### src/logic/eeprom_autoload_pkg.sv
// Constants and types for the configuration autoloader.
// Assumes a 100 MHz pclk and a three-wire serial EEPROM on the pins.
// Functional notes
// RQ1 - Host EEPROM access only after autoload completes
// RQ2 - Reset copies EEPROM into 0000h-001Fh, 0400h-040Fh
// RQ3 - Loader writes SRAM only, never station registers
// RQ4 - Host software programs the station address itself
// RQ5 - Read word 0, compare with 5AA5h
// RQ6 - Mismatch means EEPROM absent or blank
// RQ7 - Word 1 gives the total word count
// RQ8 - Word 2 bits 10:8 pick negotiation abilities
// RQ9 - Mode values 100-111 force a fixed link
// RQ10 - Word 2 bit 5 ORed with type bit
// RQ11 - Word 2 bit 4 ORed with polarity bit
// RQ12 - Bit 2 fills 1Ch-1Fh with 57h, else 42h
// RQ13 - Words 3-5 hold station address, low first
// RQ14 - Bad signature stops loading, memory untouched
// RQ15 - Done flag low while loading, blocks host
// RQ16 - Drive chip select around each serial access
// RQ17 - Drive serial clock pacing every bit
// RQ18 - One two-way pin carries both data directions
// RQ19 - Reset holds device; settings taken at release

`default_nettype none

package eeprom_autoload_pkg;

	// Clock and serial timing
	localparam int PCLK_MHZ = 100;
	localparam int EE_HALF_NS = 500; // Half period of the serial clock
	localparam int EE_HALF_CYC = (EE_HALF_NS * PCLK_MHZ + 999) / 1000;
	localparam int SYNC_DEPTH = 2;

	// Serial read frame: start bit and read opcode, address, dummy, data
	localparam logic [2:0] READ_OP = 3'h6;
	localparam int DUMMY_BITS = 1;
	localparam int DATA_BITS = 16;

	// EEPROM word layout
	localparam logic [15:0] SIG_WORD = 16'h5aa5;
	localparam logic [7:0] SIG_ADDR = 8'h00;
	localparam logic [7:0] CNT_ADDR = 8'h01;
	localparam logic [7:0] CFG_ADDR = 8'h02;
	localparam logic [7:0] MAC_FIRST = 8'h03;
	localparam logic [7:0] MAC_LAST = 8'h05;
	localparam int PHY_MODE_LSB = 8;
	localparam int IRQ_TYPE_BIT = 5;
	localparam int IRQ_POL_BIT = 4;
	localparam int LEGACY_BIT = 2;

	// Internal SRAM image
	localparam logic [15:0] LOW_BASE = 16'h0000;
	localparam logic [15:0] HIGH_BASE = 16'h0400;
	localparam logic [15:0] LOW_ZERO_BASE = 16'h0010;
	localparam logic [15:0] LEGACY_ADDR = 16'h001c;
	localparam logic [15:0] HIGH_ZERO_BASE = 16'h0406;
	localparam logic [15:0] HIGH_TAIL_ADDR = 16'h040e;
	localparam logic [15:0] HIGH_TAIL_DATA = 16'h5757;
	localparam logic [7:0] LEGACY_SET = 8'h57;
	localparam logic [7:0] LEGACY_CLR = 8'h42;
	localparam logic [3:0] FILL_LAST = 4'hc;

	// Register indices; byte address is four times the index
	localparam logic [7:0] MGMT_IDX = 8'h14;
	localparam logic [7:0] BUS_TYPE_CONFIG_REG_IDX = 8'h15;
	localparam logic [7:0] STAT_IDX = 8'h16;
	localparam int MG_CS_N = 0;
	localparam int MG_CLK = 1;
	localparam int MG_DOUT = 2;
	localparam int MG_OE = 3;
	localparam int MG_DIN = 4;
	localparam int MG_DONE = 8;

	// Loader states, one-hot
	typedef enum logic [5:0] {
		ST_START = 6'b000001,
		ST_XFER = 6'b000010,
		ST_GAP = 6'b000100,
		ST_MAC = 6'b001000,
		ST_FILL = 6'b010000,
		ST_DONE = 6'b100000
	} load_state_t;

	// SRAM write port
	typedef struct packed {
		logic we;
		logic [15:0] addr;
		logic [15:0] data;
	} sram_wr_t;

	// Decoded configuration
	typedef struct packed {
		logic [2:0] phy_mode;
		logic irq_type;
		logic irq_pol;
		logic legacy_sig_select;
		logic [1:0] bus_type;
		logic sig_ok;
	} link_cfg_t;

	// Whole state of the loader
	typedef struct packed {
		load_state_t st;
		logic [7:0] div;
		logic [5:0] bit_idx;
		logic phase;
		logic [10:0] tx;
		logic [15:0] rx;
		logic [7:0] rd_addr;
		logic [15:0] count;
		logic [1:0] sub;
		logic [3:0] fill;
		logic cs_n;
		logic sclk;
		logic io_o;
		logic io_oe;
		logic din_s1;
		logic din_s2;
		logic [1:0] strap_s1;
		logic [1:0] strap_s2;
		logic done;
		logic irq_output_type_init;
		logic irq_polarity_init;
		logic bus_type_config_reg_type;
		logic bus_type_config_reg_pol;
		link_cfg_t cfg;
		sram_wr_t wr;
		logic pready;
		logic pslverr;
		logic [31:0] prdata;
	} state_t;

endpackage

`default_nettype wire

### src/logic/eeprom_autoload_config.sv
// Autoloader that copies a serial configuration EEPROM into SRAM.
// Assumes an APB master on pclk and the EEPROM on three pins.

`timescale 1ns/1ps
`default_nettype none

module eeprom_autoload_config #(
	parameter int EE_AW = 8, // EEPROM word address bits
	parameter int APB_AW = 12
) (
	input wire logic pclk,
	input wire logic presetn, // Active-low hardware reset
	input wire logic psel,
	input wire logic penable,
	input wire logic pwrite,
	input wire logic [APB_AW-1:0] paddr,
	input wire logic [31:0] pwdata,
	output logic [31:0] prdata,
	output logic pready,
	output logic pslverr,
	output logic cfgmem_select_n, // Chip select, low active
	output logic cfgmem_serial_clk,
	output logic cfgmem_serial_io_o,
	output logic cfgmem_serial_io_oe,
	input wire logic cfgmem_serial_io_i,
	input wire logic [1:0] bus_type_strap, // Power-on strap pins
	output eeprom_autoload_pkg::sram_wr_t sram_wr,
	output eeprom_autoload_pkg::link_cfg_t link_cfg,
	output logic load_done
);

	localparam int CMD_BITS = 3 + EE_AW; // Start, opcode, address
	localparam int DUMMY_BITS_L = eeprom_autoload_pkg::DUMMY_BITS;
	localparam int DATA_BITS_L = eeprom_autoload_pkg::DATA_BITS;
	localparam int FRAME_BITS = CMD_BITS + DUMMY_BITS_L + DATA_BITS_L;
	localparam logic [7:0] HALF_M1 = 8'(eeprom_autoload_pkg::EE_HALF_CYC - 1);

	// Frame must fit the shift and bit counters
	if (EE_AW < 6 || EE_AW > 8) begin : g_bad_aw
		$error("EE_AW must lie between 6 and 8");
	end
	// The range check reads address bits from 10 upwards
	if (APB_AW < 11) begin : g_bad_apb
		$error("APB_AW must be at least 11");
	end

	eeprom_autoload_pkg::state_t s_ff; // Registered state
	eeprom_autoload_pkg::state_t nxt_s; // Next state
	logic adv; // Current word handled, move on
	logic [7:0] nxt_addr; // Following EEPROM word
	logic [15:0] cnt_now; // Word count in force
	logic last_word; // No more words to read
	logic [1:0] mac_i; // Station address word index
	logic [7:0] reg_idx; // APB register index
	logic addr_ok; // Aligned, in range

	// Fixed part of the SRAM image after the address words
	function automatic eeprom_autoload_pkg::sram_wr_t fill_entry(
		input logic [3:0] idx,
		input logic leg
	);
		eeprom_autoload_pkg::sram_wr_t w;
		logic [7:0] b;
		w.we = 1'b1;
		w.data = 16'h0000;
		b = leg ? eeprom_autoload_pkg::LEGACY_SET : eeprom_autoload_pkg::LEGACY_CLR;
		if (idx < 4'h6) begin
			// Zero words 10h-1Ah
			w.addr = eeprom_autoload_pkg::LOW_ZERO_BASE + {11'h000, idx, 1'b0};
		end else if (idx < 4'h8) begin
			// Signature bytes 1Ch-1Fh
			w.addr = eeprom_autoload_pkg::LEGACY_ADDR + {11'h000, 4'(idx - 4'h6), 1'b0}; // RQ12
			w.data = {b, b}; // RQ12
		end else if (idx < eeprom_autoload_pkg::FILL_LAST) begin
			// Zero words 0406h-040Ch
			w.addr = eeprom_autoload_pkg::HIGH_ZERO_BASE + {11'h000, 4'(idx - 4'h8), 1'b0};
		end else begin
			w.addr = eeprom_autoload_pkg::HIGH_TAIL_ADDR;
			w.data = eeprom_autoload_pkg::HIGH_TAIL_DATA;
		end
		return w;
	endfunction

	// Open a read frame: select, start bit out first
	function automatic eeprom_autoload_pkg::state_t start_read(
		input eeprom_autoload_pkg::state_t x,
		input logic [7:0] a
	);
		eeprom_autoload_pkg::state_t y;
		y = x;
		y.tx = {eeprom_autoload_pkg::READ_OP, a};
		if (EE_AW < 8) begin
			y.tx = y.tx << (8 - EE_AW);
		end
		y.rd_addr = a;
		y.cs_n = 1'b0; // RQ16
		y.sclk = 1'b0; // RQ17
		y.io_o = 1'b1;
		y.io_oe = 1'b1; // RQ18
		y.phase = 1'b0;
		y.bit_idx = 6'h00;
		y.div = HALF_M1;
		y.st = eeprom_autoload_pkg::ST_XFER;
		return y;
	endfunction

	// Word sequencing helpers
	always_comb begin
		nxt_addr = 8'(s_ff.rd_addr + 8'h01);
		cnt_now = (s_ff.rd_addr == eeprom_autoload_pkg::CNT_ADDR) ? s_ff.rx : s_ff.count; // RQ7
		// Word 0 always leads to word 1; an address wrap ends the load
		last_word = (s_ff.rd_addr != eeprom_autoload_pkg::SIG_ADDR) &&
			(({8'h00, nxt_addr} >= cnt_now) || (nxt_addr == 8'h00) ||
			(EE_AW < 8 && nxt_addr[7:(EE_AW < 8 ? EE_AW : 7)] != '0)); // RQ7
		mac_i = 2'(s_ff.rd_addr - eeprom_autoload_pkg::MAC_FIRST);
		reg_idx = paddr[9:2];
		addr_ok = (paddr[1:0] == 2'b00) && (paddr[APB_AW-1:10] == '0);
	end

	// Next-state logic for loader, pins and registers
	always_comb begin
		nxt_s = s_ff;
		adv = 1'b0;
		nxt_s.wr.we = 1'b0;
		nxt_s.pready = 1'b0;
		// Two-stage synchronisers for pin inputs
		nxt_s.din_s1 = cfgmem_serial_io_i;
		nxt_s.din_s2 = s_ff.din_s1;
		nxt_s.strap_s1 = bus_type_strap;
		nxt_s.strap_s2 = s_ff.strap_s1;
		// Effective interrupt settings
		nxt_s.cfg.irq_type = s_ff.irq_output_type_init | s_ff.bus_type_config_reg_type; // RQ10
		nxt_s.cfg.irq_pol = s_ff.irq_polarity_init | s_ff.bus_type_config_reg_pol; // RQ11
		case (s_ff.st)
			eeprom_autoload_pkg::ST_START: begin
				// Wait for the strap synchroniser, then latch and load
				if (s_ff.div == 8'(eeprom_autoload_pkg::SYNC_DEPTH)) begin
					nxt_s.cfg.bus_type = s_ff.strap_s2; // RQ19
					nxt_s = start_read(nxt_s, eeprom_autoload_pkg::SIG_ADDR); // RQ2 RQ5
				end else begin
					nxt_s.div = 8'(s_ff.div + 8'h01);
				end
			end
			eeprom_autoload_pkg::ST_XFER: begin
				if (s_ff.div != 8'h00) begin
					nxt_s.div = 8'(s_ff.div - 8'h01);
				end else if (!s_ff.phase) begin
					// Rising serial clock
					nxt_s.div = HALF_M1;
					nxt_s.phase = 1'b1;
					nxt_s.sclk = 1'b1; // RQ17
				end else begin
					// Falling clock; capture data bits late in the high half
					nxt_s.div = HALF_M1;
					nxt_s.phase = 1'b0;
					nxt_s.sclk = 1'b0;
					if (s_ff.bit_idx >= 6'(CMD_BITS + DUMMY_BITS_L)) begin
						nxt_s.rx = {s_ff.rx[14:0], s_ff.din_s2}; // RQ18
					end
					if (s_ff.bit_idx == 6'(FRAME_BITS - 1)) begin
						nxt_s.cs_n = 1'b1; // RQ16
						nxt_s.st = eeprom_autoload_pkg::ST_GAP;
					end else begin
						nxt_s.bit_idx = 6'(s_ff.bit_idx + 6'h01);
						nxt_s.tx = {s_ff.tx[9:0], 1'b0};
						nxt_s.io_o = s_ff.tx[9];
						// Release the line once the command is out
						nxt_s.io_oe = (s_ff.bit_idx < 6'(CMD_BITS - 1)); // RQ18
					end
				end
			end
			eeprom_autoload_pkg::ST_GAP: begin
				// Deselect time, then act on the word
				if (s_ff.div != 8'h00) begin
					nxt_s.div = 8'(s_ff.div - 8'h01);
				end else if (s_ff.rd_addr == eeprom_autoload_pkg::SIG_ADDR) begin
					if (s_ff.rx != eeprom_autoload_pkg::SIG_WORD) begin
						// Absent or blank part: stop, keep defaults
						nxt_s.cfg.sig_ok = 1'b0; // RQ6
						nxt_s.done = 1'b1; // RQ14
						nxt_s.st = eeprom_autoload_pkg::ST_DONE; // RQ14
					end else begin
						nxt_s.cfg.sig_ok = 1'b1; // RQ5
						adv = 1'b1;
					end
				end else if (s_ff.rd_addr == eeprom_autoload_pkg::CNT_ADDR) begin
					nxt_s.count = s_ff.rx; // RQ7
					adv = 1'b1;
				end else if (s_ff.rd_addr == eeprom_autoload_pkg::CFG_ADDR) begin
					nxt_s.cfg.phy_mode = s_ff.rx[eeprom_autoload_pkg::PHY_MODE_LSB +: 3]; // RQ8 RQ9
					nxt_s.irq_output_type_init = s_ff.rx[eeprom_autoload_pkg::IRQ_TYPE_BIT]; // RQ10
					nxt_s.irq_polarity_init = s_ff.rx[eeprom_autoload_pkg::IRQ_POL_BIT]; // RQ11
					nxt_s.cfg.legacy_sig_select = s_ff.rx[eeprom_autoload_pkg::LEGACY_BIT]; // RQ12
					adv = 1'b1;
				end else if (s_ff.rd_addr >= eeprom_autoload_pkg::MAC_FIRST &&
					s_ff.rd_addr <= eeprom_autoload_pkg::MAC_LAST) begin
					nxt_s.sub = 2'b00;
					nxt_s.st = eeprom_autoload_pkg::ST_MAC;
				end else begin
					// Words past the address image are read and dropped
					adv = 1'b1;
				end
			end
			eeprom_autoload_pkg::ST_MAC: begin
				// Three SRAM writes per address word; never the station registers
				nxt_s.wr.we = 1'b1; // RQ3
				if (s_ff.sub == 2'b00) begin
					nxt_s.wr.addr = eeprom_autoload_pkg::HIGH_BASE + {13'h0000, mac_i, 1'b0}; // RQ13
					nxt_s.wr.data = s_ff.rx; // RQ13
				end else begin
					nxt_s.wr.addr = eeprom_autoload_pkg::LOW_BASE + {12'h000, mac_i, s_ff.sub[1], 1'b0};
					// Each address byte is doubled into both lanes
					nxt_s.wr.data = s_ff.sub[1] ? {2{s_ff.rx[15:8]}} : {2{s_ff.rx[7:0]}}; // RQ13
				end
				nxt_s.sub = 2'(s_ff.sub + 2'b01);
				adv = (s_ff.sub == 2'b10);
			end
			eeprom_autoload_pkg::ST_FILL: begin
				nxt_s.wr = fill_entry(s_ff.fill, s_ff.cfg.legacy_sig_select); // RQ2 RQ12
				nxt_s.fill = 4'(s_ff.fill + 4'h1);
				if (s_ff.fill == eeprom_autoload_pkg::FILL_LAST) begin
					// Done follows one cycle after the last SRAM write
					nxt_s.st = eeprom_autoload_pkg::ST_DONE;
				end
			end
			eeprom_autoload_pkg::ST_DONE: begin
				// Pins now follow the management register
				nxt_s.done = 1'b1; // RQ15
			end
			default: begin
				nxt_s.st = eeprom_autoload_pkg::ST_DONE;
			end
		endcase
		// Move to the next word or to the fixed image
		if (adv) begin
			if (last_word) begin
				nxt_s.fill = 4'h0;
				nxt_s.st = eeprom_autoload_pkg::ST_FILL;
			end else begin
				nxt_s = start_read(nxt_s, nxt_addr); // RQ2
			end
		end
		// APB: answer in the second access cycle (one wait state), write at the sampling edge
		if (psel && penable && !s_ff.pready) begin
			nxt_s.pready = 1'b1;
			nxt_s.pslverr = 1'b0;
			nxt_s.prdata = 32'h0000_0000;
			if (addr_ok && reg_idx == eeprom_autoload_pkg::MGMT_IDX) begin
				nxt_s.prdata[eeprom_autoload_pkg::MG_CS_N] = s_ff.cs_n;
				nxt_s.prdata[eeprom_autoload_pkg::MG_CLK] = s_ff.sclk;
				nxt_s.prdata[eeprom_autoload_pkg::MG_DOUT] = s_ff.io_o;
				nxt_s.prdata[eeprom_autoload_pkg::MG_OE] = s_ff.io_oe;
				nxt_s.prdata[eeprom_autoload_pkg::MG_DIN] = s_ff.din_s2;
				nxt_s.prdata[eeprom_autoload_pkg::MG_DONE] = s_ff.done;
				// Writes during the load are refused
				nxt_s.pslverr = pwrite && !s_ff.done; // RQ1 RQ15
			end else if (addr_ok && reg_idx == eeprom_autoload_pkg::BUS_TYPE_CONFIG_REG_IDX) begin
				nxt_s.prdata[eeprom_autoload_pkg::IRQ_TYPE_BIT] = s_ff.bus_type_config_reg_type;
				nxt_s.prdata[eeprom_autoload_pkg::IRQ_POL_BIT] = s_ff.bus_type_config_reg_pol;
			end else if (addr_ok && reg_idx == eeprom_autoload_pkg::STAT_IDX) begin
				nxt_s.prdata[9:0] = {s_ff.cfg.bus_type, s_ff.cfg.legacy_sig_select, s_ff.cfg.irq_pol,
					s_ff.cfg.irq_type, s_ff.cfg.phy_mode, s_ff.cfg.sig_ok, s_ff.done};
			end else begin
				// Unmapped or misaligned
				nxt_s.pslverr = 1'b1;
			end
		end
		if (psel && penable && s_ff.pready && pwrite && !s_ff.pslverr) begin
			if (reg_idx == eeprom_autoload_pkg::MGMT_IDX && s_ff.done) begin
				// Host bit-bangs the EEPROM once loading is over
				nxt_s.cs_n = pwdata[eeprom_autoload_pkg::MG_CS_N]; // RQ1
				nxt_s.sclk = pwdata[eeprom_autoload_pkg::MG_CLK];
				nxt_s.io_o = pwdata[eeprom_autoload_pkg::MG_DOUT];
				nxt_s.io_oe = pwdata[eeprom_autoload_pkg::MG_OE];
			end else if (reg_idx == eeprom_autoload_pkg::BUS_TYPE_CONFIG_REG_IDX) begin
				nxt_s.bus_type_config_reg_type = pwdata[eeprom_autoload_pkg::IRQ_TYPE_BIT]; // RQ10
				nxt_s.bus_type_config_reg_pol = pwdata[eeprom_autoload_pkg::IRQ_POL_BIT]; // RQ11
			end
		end
	end

	// State register; reset holds everything idle
	always_ff @(posedge pclk or negedge presetn) begin
		if (!presetn) begin
			s_ff <= '0; // RQ19
			s_ff.st <= eeprom_autoload_pkg::ST_START;
			s_ff.cs_n <= 1'b1;
		end else begin
			s_ff <= nxt_s;
		end
	end

	// Outputs straight from the state register
	assign prdata = s_ff.prdata;
	assign pready = s_ff.pready;
	assign pslverr = s_ff.pslverr;
	assign cfgmem_select_n = s_ff.cs_n;
	assign cfgmem_serial_clk = s_ff.sclk;
	assign cfgmem_serial_io_o = s_ff.io_o;
	assign cfgmem_serial_io_oe = s_ff.io_oe;
	assign sram_wr = s_ff.wr;
	assign link_cfg = s_ff.cfg;
	assign load_done = s_ff.done; // RQ15

endmodule // eeprom_autoload_config

`default_nettype wire

### config.mk
export PLATFORM = sky130hd
export DESIGN_NAME = eeprom_autoload_config
export DESIGN_NICKNAME = d
export VERILOG_FILES = /design/src/logic/eeprom_autoload_pkg.sv /design/src/logic/eeprom_autoload_config.sv
export SDC_FILE = /design/constraint.sdc
export NUM_CORES = 1
export LEC_CHECK = 0
export ABC_CLOCK_PERIOD_IN_PS = 4080
export BUFFER_PORTS_ARGS = -buffer_cell sky130_fd_sc_hd__buf_2
export CAP_MARGIN = 20
export CORE_UTILIZATION = 38
export DETAILED_ROUTE_END_ITERATION = 16
export PLACE_DENSITY = 0.56
export SETUP_SLACK_MARGIN = 0.15
export SYNTH_ARGS = -nofsm -noshare
export SYNTH_HDL_FRONTEND = slang
export SYNTH_SLANG_ARGS = --single-unit
### constraint.sdc
create_clock -name pclk -period 4.08 [get_ports pclk]
set_clock_uncertainty 0.1 [all_clocks]
set_input_delay 0.816 -clock pclk [delete_from_list [all_inputs] [get_ports pclk]]
set_output_delay 0.816 -clock pclk [all_outputs]
set_load 0.01 [all_outputs]
[Yosys cells after proc, flatten, opt, wreduce, memory -nomap -nowiden]
Index checks and enable logic that the tools add are counted.
Storage, ports and cells
  flip-flop bits (word level): 169
  word-level logic and storage cells: 216
  output and inout bits: 81
Cells by class
  equal/unequal tests: 27
  $lt $le $gt $ge: 8
  multiplexer cells: 105
  reductions and logical operators: 26
  add/sub/neg operators: 13
  bitwise gates (word level): 2
Operators by type and width (number)
  $mux W169: 1
  $mux W155: 1
  $mux W34: 3
  $pmux W33 S3: 1
  $mux W91: 1
  $mux W6: 14
  $mux W16: 5
  $mux W68: 1
  $pmux W34 S2: 1
  $mux W18: 2
  $mux W32: 1
  $mux W8: 4
  $pmux W16 S2: 1
  $mux W2: 15
  $pmux W6 S5: 1
  $mux W28: 1
  $mux W27: 1
  $eq A8 B5 Y1 const B: 3
  $mux W4: 6
  $pmux W8 S3: 1
  $mux W1: 22
  $mux W3: 6
  $ne A3 B3 Y1 const B: 6
  $add A8 B1 Y8 const B: 2
  50 further kinds: 81

[Longest topological paths before layout]
Gate-level depths: netlist of run 1.
  word-level depth: 13
  gate-level depth with buffers: 14
  gate-level depth less buffers: 12

[Worst setup path before layout of run 1]
No wires, ideal clock.
  path type: register -> register
  start: register s_ff[115] (netlist bit)
  end: register s_ff[113] (netlist bit)
  stages on the path, launching flop included: 15
  slack: 561 ps
  data arrival time: 3294 ps
  cells stage by stage: dfrtp_1 > clkbuf_1 > nor2_1 > nand4_1 > buf_2 > mux2_2 > ha_1 > nor2_1 > a21oi_1 > or4_1 > a221oi_1 > o311a_2 > nor2b_1 > buf_4 > mux2_2
RTL lines
  start: declaration: line eeprom_autoload_config.sv:47  | eeprom_autoload_pkg::state_t s_ff;
  start signal: assignment: line eeprom_autoload_config.sv:289  | s_ff <= nxt_s;

[Worst setup path after layout of run 1]
  start: register s_ff[114] (netlist bit)
  end: register s_ff[167] (netlist bit)
On the way
  elaborated cells between the ends (all ways): 36
RTL lines
  $eq A8 B1 Y1: line eeprom_autoload_config.sv:110  | cnt_now = (s_ff.rd_addr == eeprom_autoload_pkg::CNT_ADDR) ? s_ff.rx : s_ff.count;
  $mux W16: line eeprom_autoload_config.sv:110
  net cnt_now[0]: line eeprom_autoload_config.sv:51  | logic [15:0] cnt_now;
  $ge A8 B16 Y1: line eeprom_autoload_config.sv:113  | (({8'h00, nxt_addr} >= cnt_now) || (nxt_addr == 8'h00) ||
  $logic_or A1 B1 Y1: line eeprom_autoload_config.sv:113
  $logic_and A1 B1 Y1: line eeprom_autoload_config.sv:112  | last_word = (s_ff.rd_addr != eeprom_autoload_pkg::SIG_ADDR) &&
  $mux W5: line eeprom_autoload_config.sv:236  | if (last_word) begin
  $mux W169: line eeprom_autoload_config.sv:235  | if (adv) begin
The timed path passes the listed nets, and every way through them passes these cells. The select of a mux whose other input is x is not followed.
A chain may end at the register's enable or synchronous reset.

==> results of run 1 <==
-- registers in the layout (all words and copies together), names as in the netlist --
name                 flops
link_cfg                 9
pready                   1
cfgmem_serial_clk        1
prdata                  10
cfgmem_serial_io_oe      1
pslverr                  1
load_done                1
cfgmem_select_n          1
cfgmem_serial_io_o       1
s_ff                    87
sram_wr                 23
-- stage by stage --
stage	setup WS, ns	instances	power [mW]	util	instance area, µm²
2_1_floorplan	0.561	806	1.45	-	7800
3_3_place_gp	0.395	1048	1.48	0.402	7910
3_5_place_dp	0.386	1048	1.48	0.402	7910
4_1_cts	0.365	1080	3.14	0.435	8550
5_1_grt	0.279	1080	3.21	0.435	8550
6_report	0.536	1080	3.10	0.435	8550
-- repair_timing --
item	in CTS	in global routing
setup buffers	0	0
endpoints found under the setup margin	0	2
gates resized for setup	0	1
-- worst max-delay path: cells and delay by family, from the launching register on --
| family | cells | cell delay [ns] |
|---|---|---|
| compound gates | 3 | 0.74 |
| simple gates | 5 | 1.04 |
| mux | 1 | 0.38 |
| flops | 1 | 0.34 |
| buf+inv | 2 | 0.30 |
| fa+ha+maj | 2 | 0.51 |
-- power by group through the flow --
stage | Clock, mW | Combinational, mW | Sequential (mW)
3_5_place_dp | 0 | 0.0870 | 1.39
5_1_grt | 1.74 | 0.0998 | 1.37
3_3_place_gp | 0 | 0.0870 | 1.39
4_1_cts | 1.68 | 0.0872 | 1.37
6_report | 1.65 | 0.0846 | 1.37
2_1_floorplan | 0 | 0.0653 | 1.39
-- layer usage --
metal,GRT usage,vias to the layer above
li1,-,2739
met1,0.246,2751
met2,0.288,136
met3,0.0368,21
met4,0.0576,0
met5,0,-
-- cells in the mapped netlist, types with 5 or more instances --
cell type                  number
sky130_fd_sc_hd__a21oi_1       39
sky130_fd_sc_hd__a221o_1        7
sky130_fd_sc_hd__a221oi_1       8
sky130_fd_sc_hd__a22o_1        24
sky130_fd_sc_hd__and3_1        12
sky130_fd_sc_hd__buf_2         11
sky130_fd_sc_hd__buf_4         75
sky130_fd_sc_hd__clkbuf_1      21
sky130_fd_sc_hd__dfrtp_1      134
sky130_fd_sc_hd__ha_1          28
sky130_fd_sc_hd__inv_1         16
sky130_fd_sc_hd__mux2_2        28
sky130_fd_sc_hd__mux2i_1       18
sky130_fd_sc_hd__nand2_1       69
sky130_fd_sc_hd__nand2b_1       5
sky130_fd_sc_hd__nand3_1       30
sky130_fd_sc_hd__nor2_1        64
sky130_fd_sc_hd__nor3_1        13
sky130_fd_sc_hd__nor3b_1        5
sky130_fd_sc_hd__nor4_1         9
sky130_fd_sc_hd__o211ai_1       5
sky130_fd_sc_hd__o21ai_0       33
sky130_fd_sc_hd__or2_2          6
sky130_fd_sc_hd__xnor2_1        7
sky130_fd_sc_hd__xor2_1         8
-- cell families after synthesis --
group                      share of synthesized area
and+or+nand+nor                                0.174
AOI/OAI and AO/OA                              0.151
DFF                                            0.443
buffers and inverters                          0.104
muxes                                         0.0644
adders and majority gates                     0.0456
xor gates and xnor gates                      0.0171
other                                       0.000488
-- area by class of cell --
cell class                 count  area, µm²  share of cell area
multi-input combinational    541       3600               0.421
sequential                   136       3410               0.398
timing repair buffer          87        499              0.0584
clock buffer                  21        470              0.0550
tap                          265        332              0.0388
clock inverter                11        170              0.0199
inverter                      19       72.6             0.00849
-- how the worst max path moves through the flow --
stage,to,from
after floorplan,s_ff[113],s_ff[115]
after global placement,cfgmem_serial_io_o,s_ff[113]
after detailed placement,cfgmem_serial_io_o,s_ff[113]
after CTS,cfgmem_serial_io_o,s_ff[113]
after global routing,s_ff[139],s_ff[114]
final,s_ff[167],s_ff[114]
==> summary.md, run 1 <==
| Metric | Value |
|---|---|
| Hold buffer count at cts | 0 |
| Hold Path Depth | 0 |
| Core ar. | 19,700 µm² |
| Average cell area after synthesis | 9.92 µm² |
| Final setup violation count | 0 |
| Nets | 882 |
| Post-route minimum period | 3.54 ns |
| Type of the worst setup path | reg -> reg |
| Die outline area | 20,800 µm² |
| Slew margin rel. | 0.400 |
| Clock slew at reported path FFs | 0.06 ns |
| Yosys top cell area share | 0.436 |
| Outcome | finished, final reports clean |
| Capturing point of the worst reg2reg path | s_ff[167] |
| Clk sinks | 136 |
| Net Switching | 0.649 mW |
| Yosys warning count | 0 |
| Total gr overflow | 0 |
| Worst hold slack after final layout | 0.249 ns |
| Number of buffers between clock root and the deepest sink | 2 |
| Total number of vias | 5,647 |
| Total iterations of the first detailed-routing run | 4 |
| Fraction of final layout cells with drive strength greater than 1 | 0.216 |
| Clock Root Buffer | sky130_fd_sc_hd__clkbuf_16 |
| Met2 WL | 8.19 mm |
| Standard cell with the maximum stage delay on the critical path | sky130_fd_sc_hd__or4_1 |
| Final number of hold-violating endpoints | 0 |
| Synth cell types | 78 |
| Effective utilization at floorplan | 0.391 |
| Leak pwr | 4.09 nW |
| Number of enable-type register cells in the synthesized netlist | 0 |
| Commonest non-fill, non-tap cell in the layout | sky130_fd_sc_hd__dfrtp_1 |
| WL met3 | 729 µm |
| Worst endpoint required time | 4.28 ns |
| Setup TNS | 0 ns |
| Path class of the lowest-slack min-delay path | reg -> reg |
| Highest ir drop seen on vdd | 0.000249 V |
| DR WL/cell | 16.4 µm |
| Tightest Pin Transition | 0.893 ns |
| Most frequently used flop master after synthesis | sky130_fd_sc_hd__dfrtp_1 |
| Largest incremental delay on the critical path | 0.46 ns |
| Vias in the first global route | 5,303 |
| Global-route wire length before repair | 28.8 mm |
| Async S/R FF share, synth | 1.00 |
| End point of the worst hold path | s_ff[85] |
| Pwr Density | 363 nW/µm² |
| Filler instances | 1,910 |
| Final HPWL from detailed placement | 12.4 mm |
| Arrival time at the worst endpoint | 3.75 ns |
| CTS Buf Count | 17 |
| Share of synthesized area occupied by flip-flops and latches | 0.443 |
| Area growth syn-to-layout | 11.2% |
| Ports | 133 |
| Kind of end point of the critical path | flop |
| Library cell with the largest summed area after synthesis | sky130_fd_sc_hd__dfrtp_1 |
| Share of power burned in combinational logic | 0.027 |
| Flop-to-flop setup slack | 0.54 ns |
| Register bit count reported by yosys | 136 |
| Die X-Extent | 144 µm |
| Port Buf Inserts | 74 |
| Met1 Routed Length | 8.54 mm |
| Initial antenna violation count | 0 |
| TritonCTS clock tree | yes |
| Highest achievable clock rate | 282 MHz |
| Reg2reg start | s_ff[114] |
| Post-route antenna net violation count | 0 |
| Routability cong. | 0.857 |
| Combined global-route utilization of all metal layers | 0.181 |
| Cell-by-cell listing of the critical path | inv_1 > ha_1 > nand4_1 > buf_4 > mux2_2 > ha_1 > nor2_1 > a21oi_1 > or4_1 > a221oi_1 > nor2_1 > o211a_1 > or2_2 |
| Highest-count cells in the layout ignoring fill and taps | 134 x sky130_fd_sc_hd__dfrtp_1, 73 x sky130_fd_sc_hd__buf_2, 69 x sky130_fd_sc_hd__nand2_1 |
| Clock network latency to the later pin of the worst-skew pair | 0.42 ns |
| Clock share of power | 0.533 |
| Final Cycle Share | 0.869 |
| Post-Syn Area | 7690 µm² |
| Number of cells on the worst reg-to-reg path | 13 |
| Number of antenna diodes | 0 |
| Ranking of synthesized cells by area | sky130_fd_sc_hd__dfrtp_1 44%, sky130_fd_sc_hd__buf_4 7.3%, sky130_fd_sc_hd__ha_1 4.6%, sky130_fd_sc_hd__mux2_2 4.1%, sky130_fd_sc_hd__nand2_1 3.4% |
| Max-slew violation total from the final report | 0 |
| H-tree depth reported by CTS | 4 |
| Highest metal layer used by the detailed router | met4 |
| Crit path launch type | flop |
| Maximum fanout count along the critical path | 11 |
| Residual DRC | 0 |
| RSZ-0062 raised after global routing | no |
| Floorplan row count | 51 |
| Sequential power share | 0.440 |
| DRT iter0 DRCs | 373 |
| Synthesized instance count | 775 |
| Pin count of the biggest net entering global routing | 74 |
| Power Internal | 2.45 mW |
| Overall routed net length | 17.7 mm |
| Max_cap viols | 0 |
| Sw frac | 0.209 |
| DIE HEIGHT | 144 µm |
| Mean number of vias per cell | 5.23 |
| Startpoint of the worst hold path | s_ff[86] |
Power figures use the tool's default switching activity.
==> inputs of run 2 (changes only) <==
--- a/config.mk
+++ b/config.mk
@@ -10,7 +10,7 @@
 export CAP_MARGIN = 20
 export CORE_UTILIZATION = 38
 export DETAILED_ROUTE_END_ITERATION = 16
-export PLACE_DENSITY = 0.56
+export PLACE_DENSITY = 0.63
 export SETUP_SLACK_MARGIN = 0.15
 export SYNTH_ARGS = -nofsm -noshare
 export SYNTH_HDL_FRONTEND = slang
==> run 2 against run 1 <==
  * First-iteration DRC count fell by 2.4%
  * Routed wire length fell by 2.9%
  * Global-route usage fell by 0.66 points
  * Critical path type unchanged
  * Critical endpoint is now s_ff[143]
  * Largest cell class unchanged
==> summary.md, run 2 (synthesis results as in run 1) <==
| Metric | Value |
|---|---|
| Share of power burned in combinational logic | 0.026 (was 0.027) |
| Commonest non-fill, non-tap cell in the layout | sky130_fd_sc_hd__dfrtp_1 (unchanged) |
| Startpoint of the worst hold path | s_ff[86] (unchanged) |
| Setup slack of the critical path after layout | 0.423 ns (was 0.536 ns) |
| Clock slew at reported path FFs | 0.06 ns (about the same) |
| Hold Path Depth | 0 (unchanged) |
| Maximum fanout count along the critical path | 39 (was 11) |
| Power Internal | 2.59 mW (was 2.45 mW) |
| Sw frac | 0.207 (was 0.209) |
| Highest-count cells in the layout ignoring fill and taps | 134 x sky130_fd_sc_hd__dfrtp_1, 73 x sky130_fd_sc_hd__buf_2, 69 x sky130_fd_sc_hd__nand2_1 (unchanged) |
| Max reg flops | 87 (unchanged) |
| Final setup violation count | 0 (unchanged) |
| Outcome | finished, final reports clean (unchanged) |
| Flop-to-flop setup slack | 0.42 ns (was 0.54 ns) |
| Total iterations of the first detailed-routing run | 4 (unchanged) |
| Hold buffer count at cts | 0 (unchanged) |
| Routability cong. | 0.872 (was 0.857) |
| RSZ-0062 raised after global routing | no (unchanged) |
| Number of antenna diodes | 0 (unchanged) |
| Pin count of the biggest net entering global routing | 94 (was 74) |
| Port Buf Inserts | 74 (unchanged) |
| Global-route wire length before repair | 27.9 mm (was 28.8 mm) |
| Combined global-route utilization of all metal layers | 0.174 (was 0.181) |
| Die outline area | 20,800 µm² (unchanged) |
| Floorplan row count | 51 (unchanged) |
| Overall routed net length | 17.2 mm (was 17.7 mm) |
| Setup TNS | 0 ns (unchanged) |
| Fraction of final layout cells with drive strength greater than 1 | 0.222 (was 0.216) |
| Initial antenna violation count | 0 (unchanged) |
| Leak pwr | 4.14 nW (was 4.09 nW) |
| Final number of hold-violating endpoints | 0 (unchanged) |
| Vias in the first global route | 5,428 (was 5,303) |
| Path class of the lowest-slack min-delay path | reg -> reg (unchanged) |
| Type of the worst setup path | reg -> reg (unchanged) |
| Post-route antenna net violation count | 0 (unchanged) |
| DIE HEIGHT | 144 µm (unchanged) |
| Pwr Density | 378 nW/µm² (was 363 nW/µm²) |
| Crit path launch type | flop (unchanged) |
| Final HPWL from detailed placement | 12.0 mm (was 12.4 mm) |
| Highest ir drop seen on vdd | 0.000288 V (was 0.000249 V) |
| Register with the most flip-flops | s_ff (unchanged) |
| Tightest Pin Transition | 0.946 ns (was 0.893 ns) |
| DR WL/cell | 15.8 µm (was 16.4 µm) |
| End point of the worst hold path | s_ff[85] (unchanged) |
| Area growth syn-to-layout | 12.5% (was 11.2%) |
| Arrival time at the worst endpoint | 3.87 ns (was 3.75 ns) |
| Sequential power share | 0.417 (was 0.440) |
| Number of cells on the worst reg-to-reg path | 14 (was 13) |
| Nets | 888 (was 882) |
| Capturing point of the worst reg2reg path | s_ff[143] (was s_ff[167]) |
| Largest incremental delay on the critical path | 0.47 ns (was 0.46 ns) |
| Slew margin rel. | 0.368 (was 0.400) |
| Residual DRC | 0 (unchanged) |
| Final Cycle Share | 0.896 (was 0.869) |
| Post-route minimum period | 3.66 ns (was 3.54 ns) |
| TritonCTS clock tree | yes (unchanged) |
| Reg2reg start | s_ff[114] (unchanged) |
| Cell-by-cell listing of the critical path | inv_1 > ha_1 > nand4_1 > buf_4 > mux2_2 > ha_1 > nor2_1 > a21oi_1 > or4_1 > a221oi_1 > o311a_2 > buf_12 > a21oi_1 > a21o_1 (was inv_1 > ha_1 > nand4_1 > buf_4 > mux2_2 > ha_1 > nor2_1 > a21oi_1 > or4_1 > a221oi_1 > nor2_1 > o211a_1 > or2_2) |
| Total number of vias | 5,657 (was 5,647) |
| Standard cell with the maximum stage delay on the critical path | sky130_fd_sc_hd__or4_1 (unchanged) |
| Max_cap viols | 0 (unchanged) |
| Area after detailed placement | 7930 µm² (was 7910 µm²) |
| Clock Root Buffer | sky130_fd_sc_hd__clkbuf_16 (unchanged) |
| CTS Buf Count | 17 (unchanged) |
| Top cell family by delay on the critical path | compound AO/OA/AOI/OAI gates (was simple AND/OR/NAND/NOR gates) |
| Highest achievable clock rate | 273 MHz (was 282 MHz) |
| Post-layout instance area | 8650 µm² (was 8550 µm²) |
| DRT iter0 DRCs | 364 (was 373) |
| Kind of end point of the critical path | flop (unchanged) |
| H-tree depth reported by CTS | 4 (unchanged) |
| Net Switching | 0.677 mW (was 0.649 mW) |
| Beginning of the critical path | s_ff[114] (unchanged) |
| Buffers & Inverters on Critical Path | 3 (was 2) |
| Max-slew violation total from the final report | 0 (unchanged) |
| Effective utilization at floorplan | 0.391 (unchanged) |
| Total gr overflow | 0 (unchanged) |
| Clk sinks | 136 (unchanged) |
| Worst endpoint required time | 4.29 ns (was 4.28 ns) |
| Ports | 133 (unchanged) |
| Die X-Extent | 144 µm (unchanged) |
| Clock network latency to the later pin of the worst-skew pair | 0.43 ns (was 0.42 ns) |
| Placement Setup Slack | 0.335 ns (was 0.386 ns) |
| Core ar. | 19,700 µm² (unchanged) |
| Mean number of vias per cell | 5.21 (was 5.23) |
| Number of buffers between clock root and the deepest sink | 2 (unchanged) |
| Clock share of power | 0.557 (was 0.533) |
[run 2: cell types whose count changed in the layout (fill, tap and decap cells not counted)]
cell / change
sky130_fd_sc_hd__buf_4: +6
sky130_fd_sc_hd__clkinv_4: -2
sky130_fd_sc_hd__bufinv_16: +3
sky130_fd_sc_hd__nor2b_1: +1
sky130_fd_sc_hd__clkinv_2: -1
sky130_fd_sc_hd__clkbuf_8: -3
sky130_fd_sc_hd__clkinvlp_4: +1
sky130_fd_sc_hd__inv_6: +3
sky130_fd_sc_hd__clkbuf_1: -1
sky130_fd_sc_hd__nor2b_2: -1
[run 2: worst max-delay path by stage]
stage / endpoint / cells after the start
after floorplan: s_ff[113] / 14
after global placement: cfgmem_select_n / 14
after detailed placement: cfgmem_select_n / 14
after CTS: s_ff[143] / 14
after global routing: cfgmem_serial_io_o / 14
final: s_ff[143] / 14
[run 2: final cells by class]
cell class | instances | area, µm²
Fill cell | 1888 | 11000
Multi-Input combinational cell | 541 | 3600
Sequential cell | 136 | 3410
Timing Repair Buffer | 93 | 544
Clock buffer | 17 | 425
Tap cell | 265 | 332
Clock inverter | 15 | 272
Inverter | 19 | 72.6
[run 2: power by group through the flow]
| stage | Sequential (mW) | Clock (mW) | Combinational (mW) |
|---|---|---|---|
| final | 1.37 | 1.82 | 0.0848 |
| after global routing | 1.37 | 1.91 | 0.0994 |
| after CTS | 1.37 | 1.85 | 0.0869 |
| after detailed placement | 1.39 | 0 | 0.0866 |
| after global placement | 1.39 | 0 | 0.0863 |
| after floorplan | 1.39 | 0 | 0.0653 |
[run 2: what timing repair did]
action / 4_1_cts / 5_1_grt
setup buffers: 0 / 3
endpoints found under the setup margin: 0 / 18
resized for setup: 0 / 0
[run 2: per-layer routing]
metal | vias to the layer above | share of wire | GRT usage
met3 | 24 | 0.040 | 0.0325
met1 | 2757 | 0.47 | 0.229
met5 | - | 0 | 0
met2 | 134 | 0.48 | 0.283
li1 | 2742 | - | -
met4 | 0 | 0.017 | 0.0676
[run 2: metrics by stage]
| step | utilization | std cells | total power [mW] | hold slack [ns] |
|---|---|---|---|---|
| floorplan | - | 806 | 1.45 | 0.231 |
| global placement | 0.403 | 1051 | 1.48 | 0.232 |
| detailed placement | 0.403 | 1051 | 1.48 | 0.236 |
| CTS | 0.439 | 1083 | 3.31 | 0.249 |
| global route | 0.440 | 1086 | 3.38 | 0.258 |
| finish | 0.440 | 1086 | 3.27 | 0.250 |
==> inputs of run 3 (changes only) <==
--- a/config.mk
+++ b/config.mk
@@ -10,6 +10,7 @@
 export CAP_MARGIN = 20
 export CORE_UTILIZATION = 38
 export DETAILED_ROUTE_END_ITERATION = 16
+export MAX_ROUTING_LAYER = met4
 export PLACE_DENSITY = 0.63
 export SETUP_SLACK_MARGIN = 0.15
 export SYNTH_ARGS = -nofsm -noshare
==> run 3 against run 2 <==
  * Non-clock buffer count is the same
  * Sequential power barely moved
  * Clock-buffer cell count stayed put
  * Fmax about the same
  * Register-to-register slack hardly changed
  * Sequential share of layout area unchanged
  * Setup slack better by 0.0014 ns
  * Combinational power down 0.5%
  * Critical endpoint unchanged
  * Clock power barely moved
  * Flip-flop and latch count unchanged
  * Total power barely moved
==> summary.md, run 3 (synthesis results as in run 1) <==
| Metric | Value |
|---|---|
| Buffers & Inverters on Critical Path | 3 (unchanged) |
| Max reg flops | 87 (unchanged) |
| Ports | 133 (unchanged) |
| Design Power | 3.27 mW (about the same) |
| Die X-Extent | 144 µm (unchanged) |
| Quantity of gates resized following cts | 0 (unchanged) |
| Commonest non-fill, non-tap cell in the layout | sky130_fd_sc_hd__dfrtp_1 (unchanged) |
| Area taken by flip-flops and latches | 3410 µm² (unchanged) |
| Maximum fanout count along the critical path | 39 (unchanged) |
| Largest incremental delay on the critical path | 0.47 ns (about the same) |
| Floorplan row count | 51 (unchanged) |
| Nets | 888 (unchanged) |
| Net Switching | 0.679 mW (was 0.677 mW) |
| Post-route minimum period | 3.66 ns (about the same) |
| Max_cap viols | 0 (unchanged) |
| Kind of end point of the critical path | flop (unchanged) |
| Path length in cells of the critical path | 14 (unchanged) |
| Highest ir drop seen on vdd | 0.000284 V (was 0.000288 V) |
| Outcome | finished, final reports clean (unchanged) |
| Type of the worst setup path | reg -> reg (unchanged) |
| Post-CTS Repair Setup Buffers | 0 (unchanged) |
| Effective utilization at floorplan | 0.391 (unchanged) |
| Filler instances | 1,888 (unchanged) |
| DR WL/cell | 15.9 µm (was 15.8 µm) |
| Residual DRC | 0 (unchanged) |
| Clk sinks | 136 (unchanged) |
| Clock network latency to the later pin of the worst-skew pair | 0.42 ns (was 0.43 ns) |
| Highest-count cells in the layout ignoring fill and taps | 134 x sky130_fd_sc_hd__dfrtp_1, 73 x sky130_fd_sc_hd__buf_2, 69 x sky130_fd_sc_hd__nand2_1 (unchanged) |
| DRT iter0 DRCs | 375 (was 364) |
| Pwr Density | 379 nW/µm² (was 378 nW/µm²) |
| Register with the most flip-flops | s_ff (unchanged) |
| Final setup violation count | 0 (unchanged) |
| Core ar. | 19,700 µm² (unchanged) |
| Sequential power share | 0.417 (about the same) |
| Standard cell with the maximum stage delay on the critical path | sky130_fd_sc_hd__or4_1 (unchanged) |
| Leak pwr | 4.14 nW (unchanged) |
| Total number of vias | 5,666 (was 5,657) |
| Capturing point of the worst reg2reg path | s_ff[143] (unchanged) |
| Share of power burned in combinational logic | 0.026 (about the same) |
| Final number of hold-violating endpoints | 0 (unchanged) |
| CTS Buf Count | 17 (unchanged) |
| Number of cells on the worst reg-to-reg path | 14 (unchanged) |
| Worst endpoint required time | 4.29 ns (about the same) |
| Clock Root Buffer | sky130_fd_sc_hd__clkbuf_16 (unchanged) |
| Routability cong. | 0.886 (was 0.872) |
| Tightest Pin Transition | 0.934 ns (was 0.946 ns) |
| Cell-by-cell listing of the critical path | inv_1 > ha_1 > nand4_1 > buf_4 > mux2_2 > ha_1 > nor2_1 > a21oi_1 > or4_1 > a221oi_1 > o311a_2 > buf_12 > a21oi_1 > a21o_1 (unchanged) |
| Initial antenna violation count | 0 (unchanged) |
| Mean number of vias per cell | 5.22 (was 5.21) |
| Highest achievable clock rate | 274 MHz (was 273 MHz) |
| Total iterations of the first detailed-routing run | 5 (was 4) |
| Critical path destination | s_ff[143] (unchanged) |
| Fraction of final layout cells with drive strength greater than 1 | 0.222 (unchanged) |
| Vias in the first global route | 5,418 (was 5,428) |
| Arrival time at the worst endpoint | 3.87 ns (about the same) |
| Setup TNS | 0 ns (unchanged) |
| Number of antenna diodes | 0 (unchanged) |
| Max-slew violation total from the final report | 0 (unchanged) |
| Pin count of the biggest net entering global routing | 94 (unchanged) |
| Flop-to-flop setup slack | 0.42 ns (about the same) |
| Post-route antenna net violation count | 0 (unchanged) |
| Reg2reg start | s_ff[114] (unchanged) |
| Slew margin rel. | 0.376 (was 0.368) |
| TritonCTS clock tree | yes (unchanged) |
| Clock share of power | 0.557 (about the same) |
| Highest metal layer used by the detailed router | met4 (unchanged) |
| Combined global-route utilization of all metal layers | 0.180 (was 0.174) |
| Met2 WL | 8.17 mm (was 8.20 mm) |
| Global-route wire length before repair | 27.9 mm (about the same) |
| Clock slew at reported path FFs | 0.06 ns (about the same) |
| Port Buf Inserts | 74 (unchanged) |
| Power Internal | 2.59 mW (about the same) |
| Die outline area | 20,800 µm² (unchanged) |
| Total area of multi-input combinational cells | 3600 µm² (unchanged) |
| Crit path launch type | flop (unchanged) |
| Area growth syn-to-layout | 12.5% (unchanged) |
| Number of buffers between clock root and the deepest sink | 2 (unchanged) |
| Met1 Routed Length | 8.02 mm (was 8.00 mm) |
| DIE HEIGHT | 144 µm (unchanged) |
| Path class of the lowest-slack min-delay path | reg -> reg (unchanged) |
| Final HPWL from detailed placement | 12.0 mm (unchanged) |
| WL met3 | 781 µm (was 689 µm) |
| Hold buffer count at cts | 0 (unchanged) |
| Total gr overflow | 0 (unchanged) |
| Overall routed net length | 17.2 mm (about the same) |
| H-tree depth reported by CTS | 4 (unchanged) |
| Sw frac | 0.207 (about the same) |
| Beginning of the critical path | s_ff[114] (unchanged) |
| Final Cycle Share | 0.896 (about the same) |
| RSZ-0062 raised after global routing | no (unchanged) |
| Top cell family by delay on the critical path | compound AO/OA/AOI/OAI gates (unchanged) |
==> run 3: cell counts in the layout (fill, tap and decap cells not counted) <==
No cell type changed its count.
==> run 3: final cells by class <==
class	instances	area share
inverter	19	0.00839
multi-input combinational	541	0.416
clock buffer	17	0.0492
timing repair buffer	93	0.0629
tap	265	0.0383
clock inverter	15	0.0314
sequential	136	0.394
==> run 3: how the worst min path moves through the flow <==
stage | from | end | slack (ns) | cells past startpoint
after floorplan | s_ff[83] | s_ff[81] | 0.23 | 0
after global placement | s_ff[84] | s_ff[82] | 0.23 | 0
after detailed placement | s_ff[83] | s_ff[81] | 0.24 | 0
after CTS | s_ff[83] | s_ff[81] | 0.25 | 0
after global routing | s_ff[86] | s_ff[85] | 0.26 | 0
final | s_ff[86] | s_ff[85] | 0.25 | 0
==> run 3: power by group through the flow <==
stage	logic, mW	registers (mW)	clock network (mW)
2_1_floorplan	0.0653	1.39	0
3_3_place_gp	0.0863	1.39	0
3_5_place_dp	0.0866	1.39	0
5_1_grt	0.0993	1.37	1.91
6_report	0.0844	1.37	1.82
4_1_cts	0.0869	1.37	1.85
==> run 3: per-layer routing <==
layer	global-route usage	up-vias
li1	-	2744
met1	0.230	2742
met2	0.284	160
met3	0.0391	20
met4	0.0560	0
met5	-	-
==> run 3: through the flow <==
step	hold WS (ns)	util	setup slack [ns]	cells	instance area, µm²
global placement	0.232	0.403	0.319	1051	7930
detailed placement	0.236	0.403	0.335	1051	7930
CTS	0.249	0.439	0.307	1083	8620
global route	0.258	0.440	0.174	1086	8650
finish	0.250	0.440	0.424	1086	8650
floorplan	0.231	-	0.561	806	7800
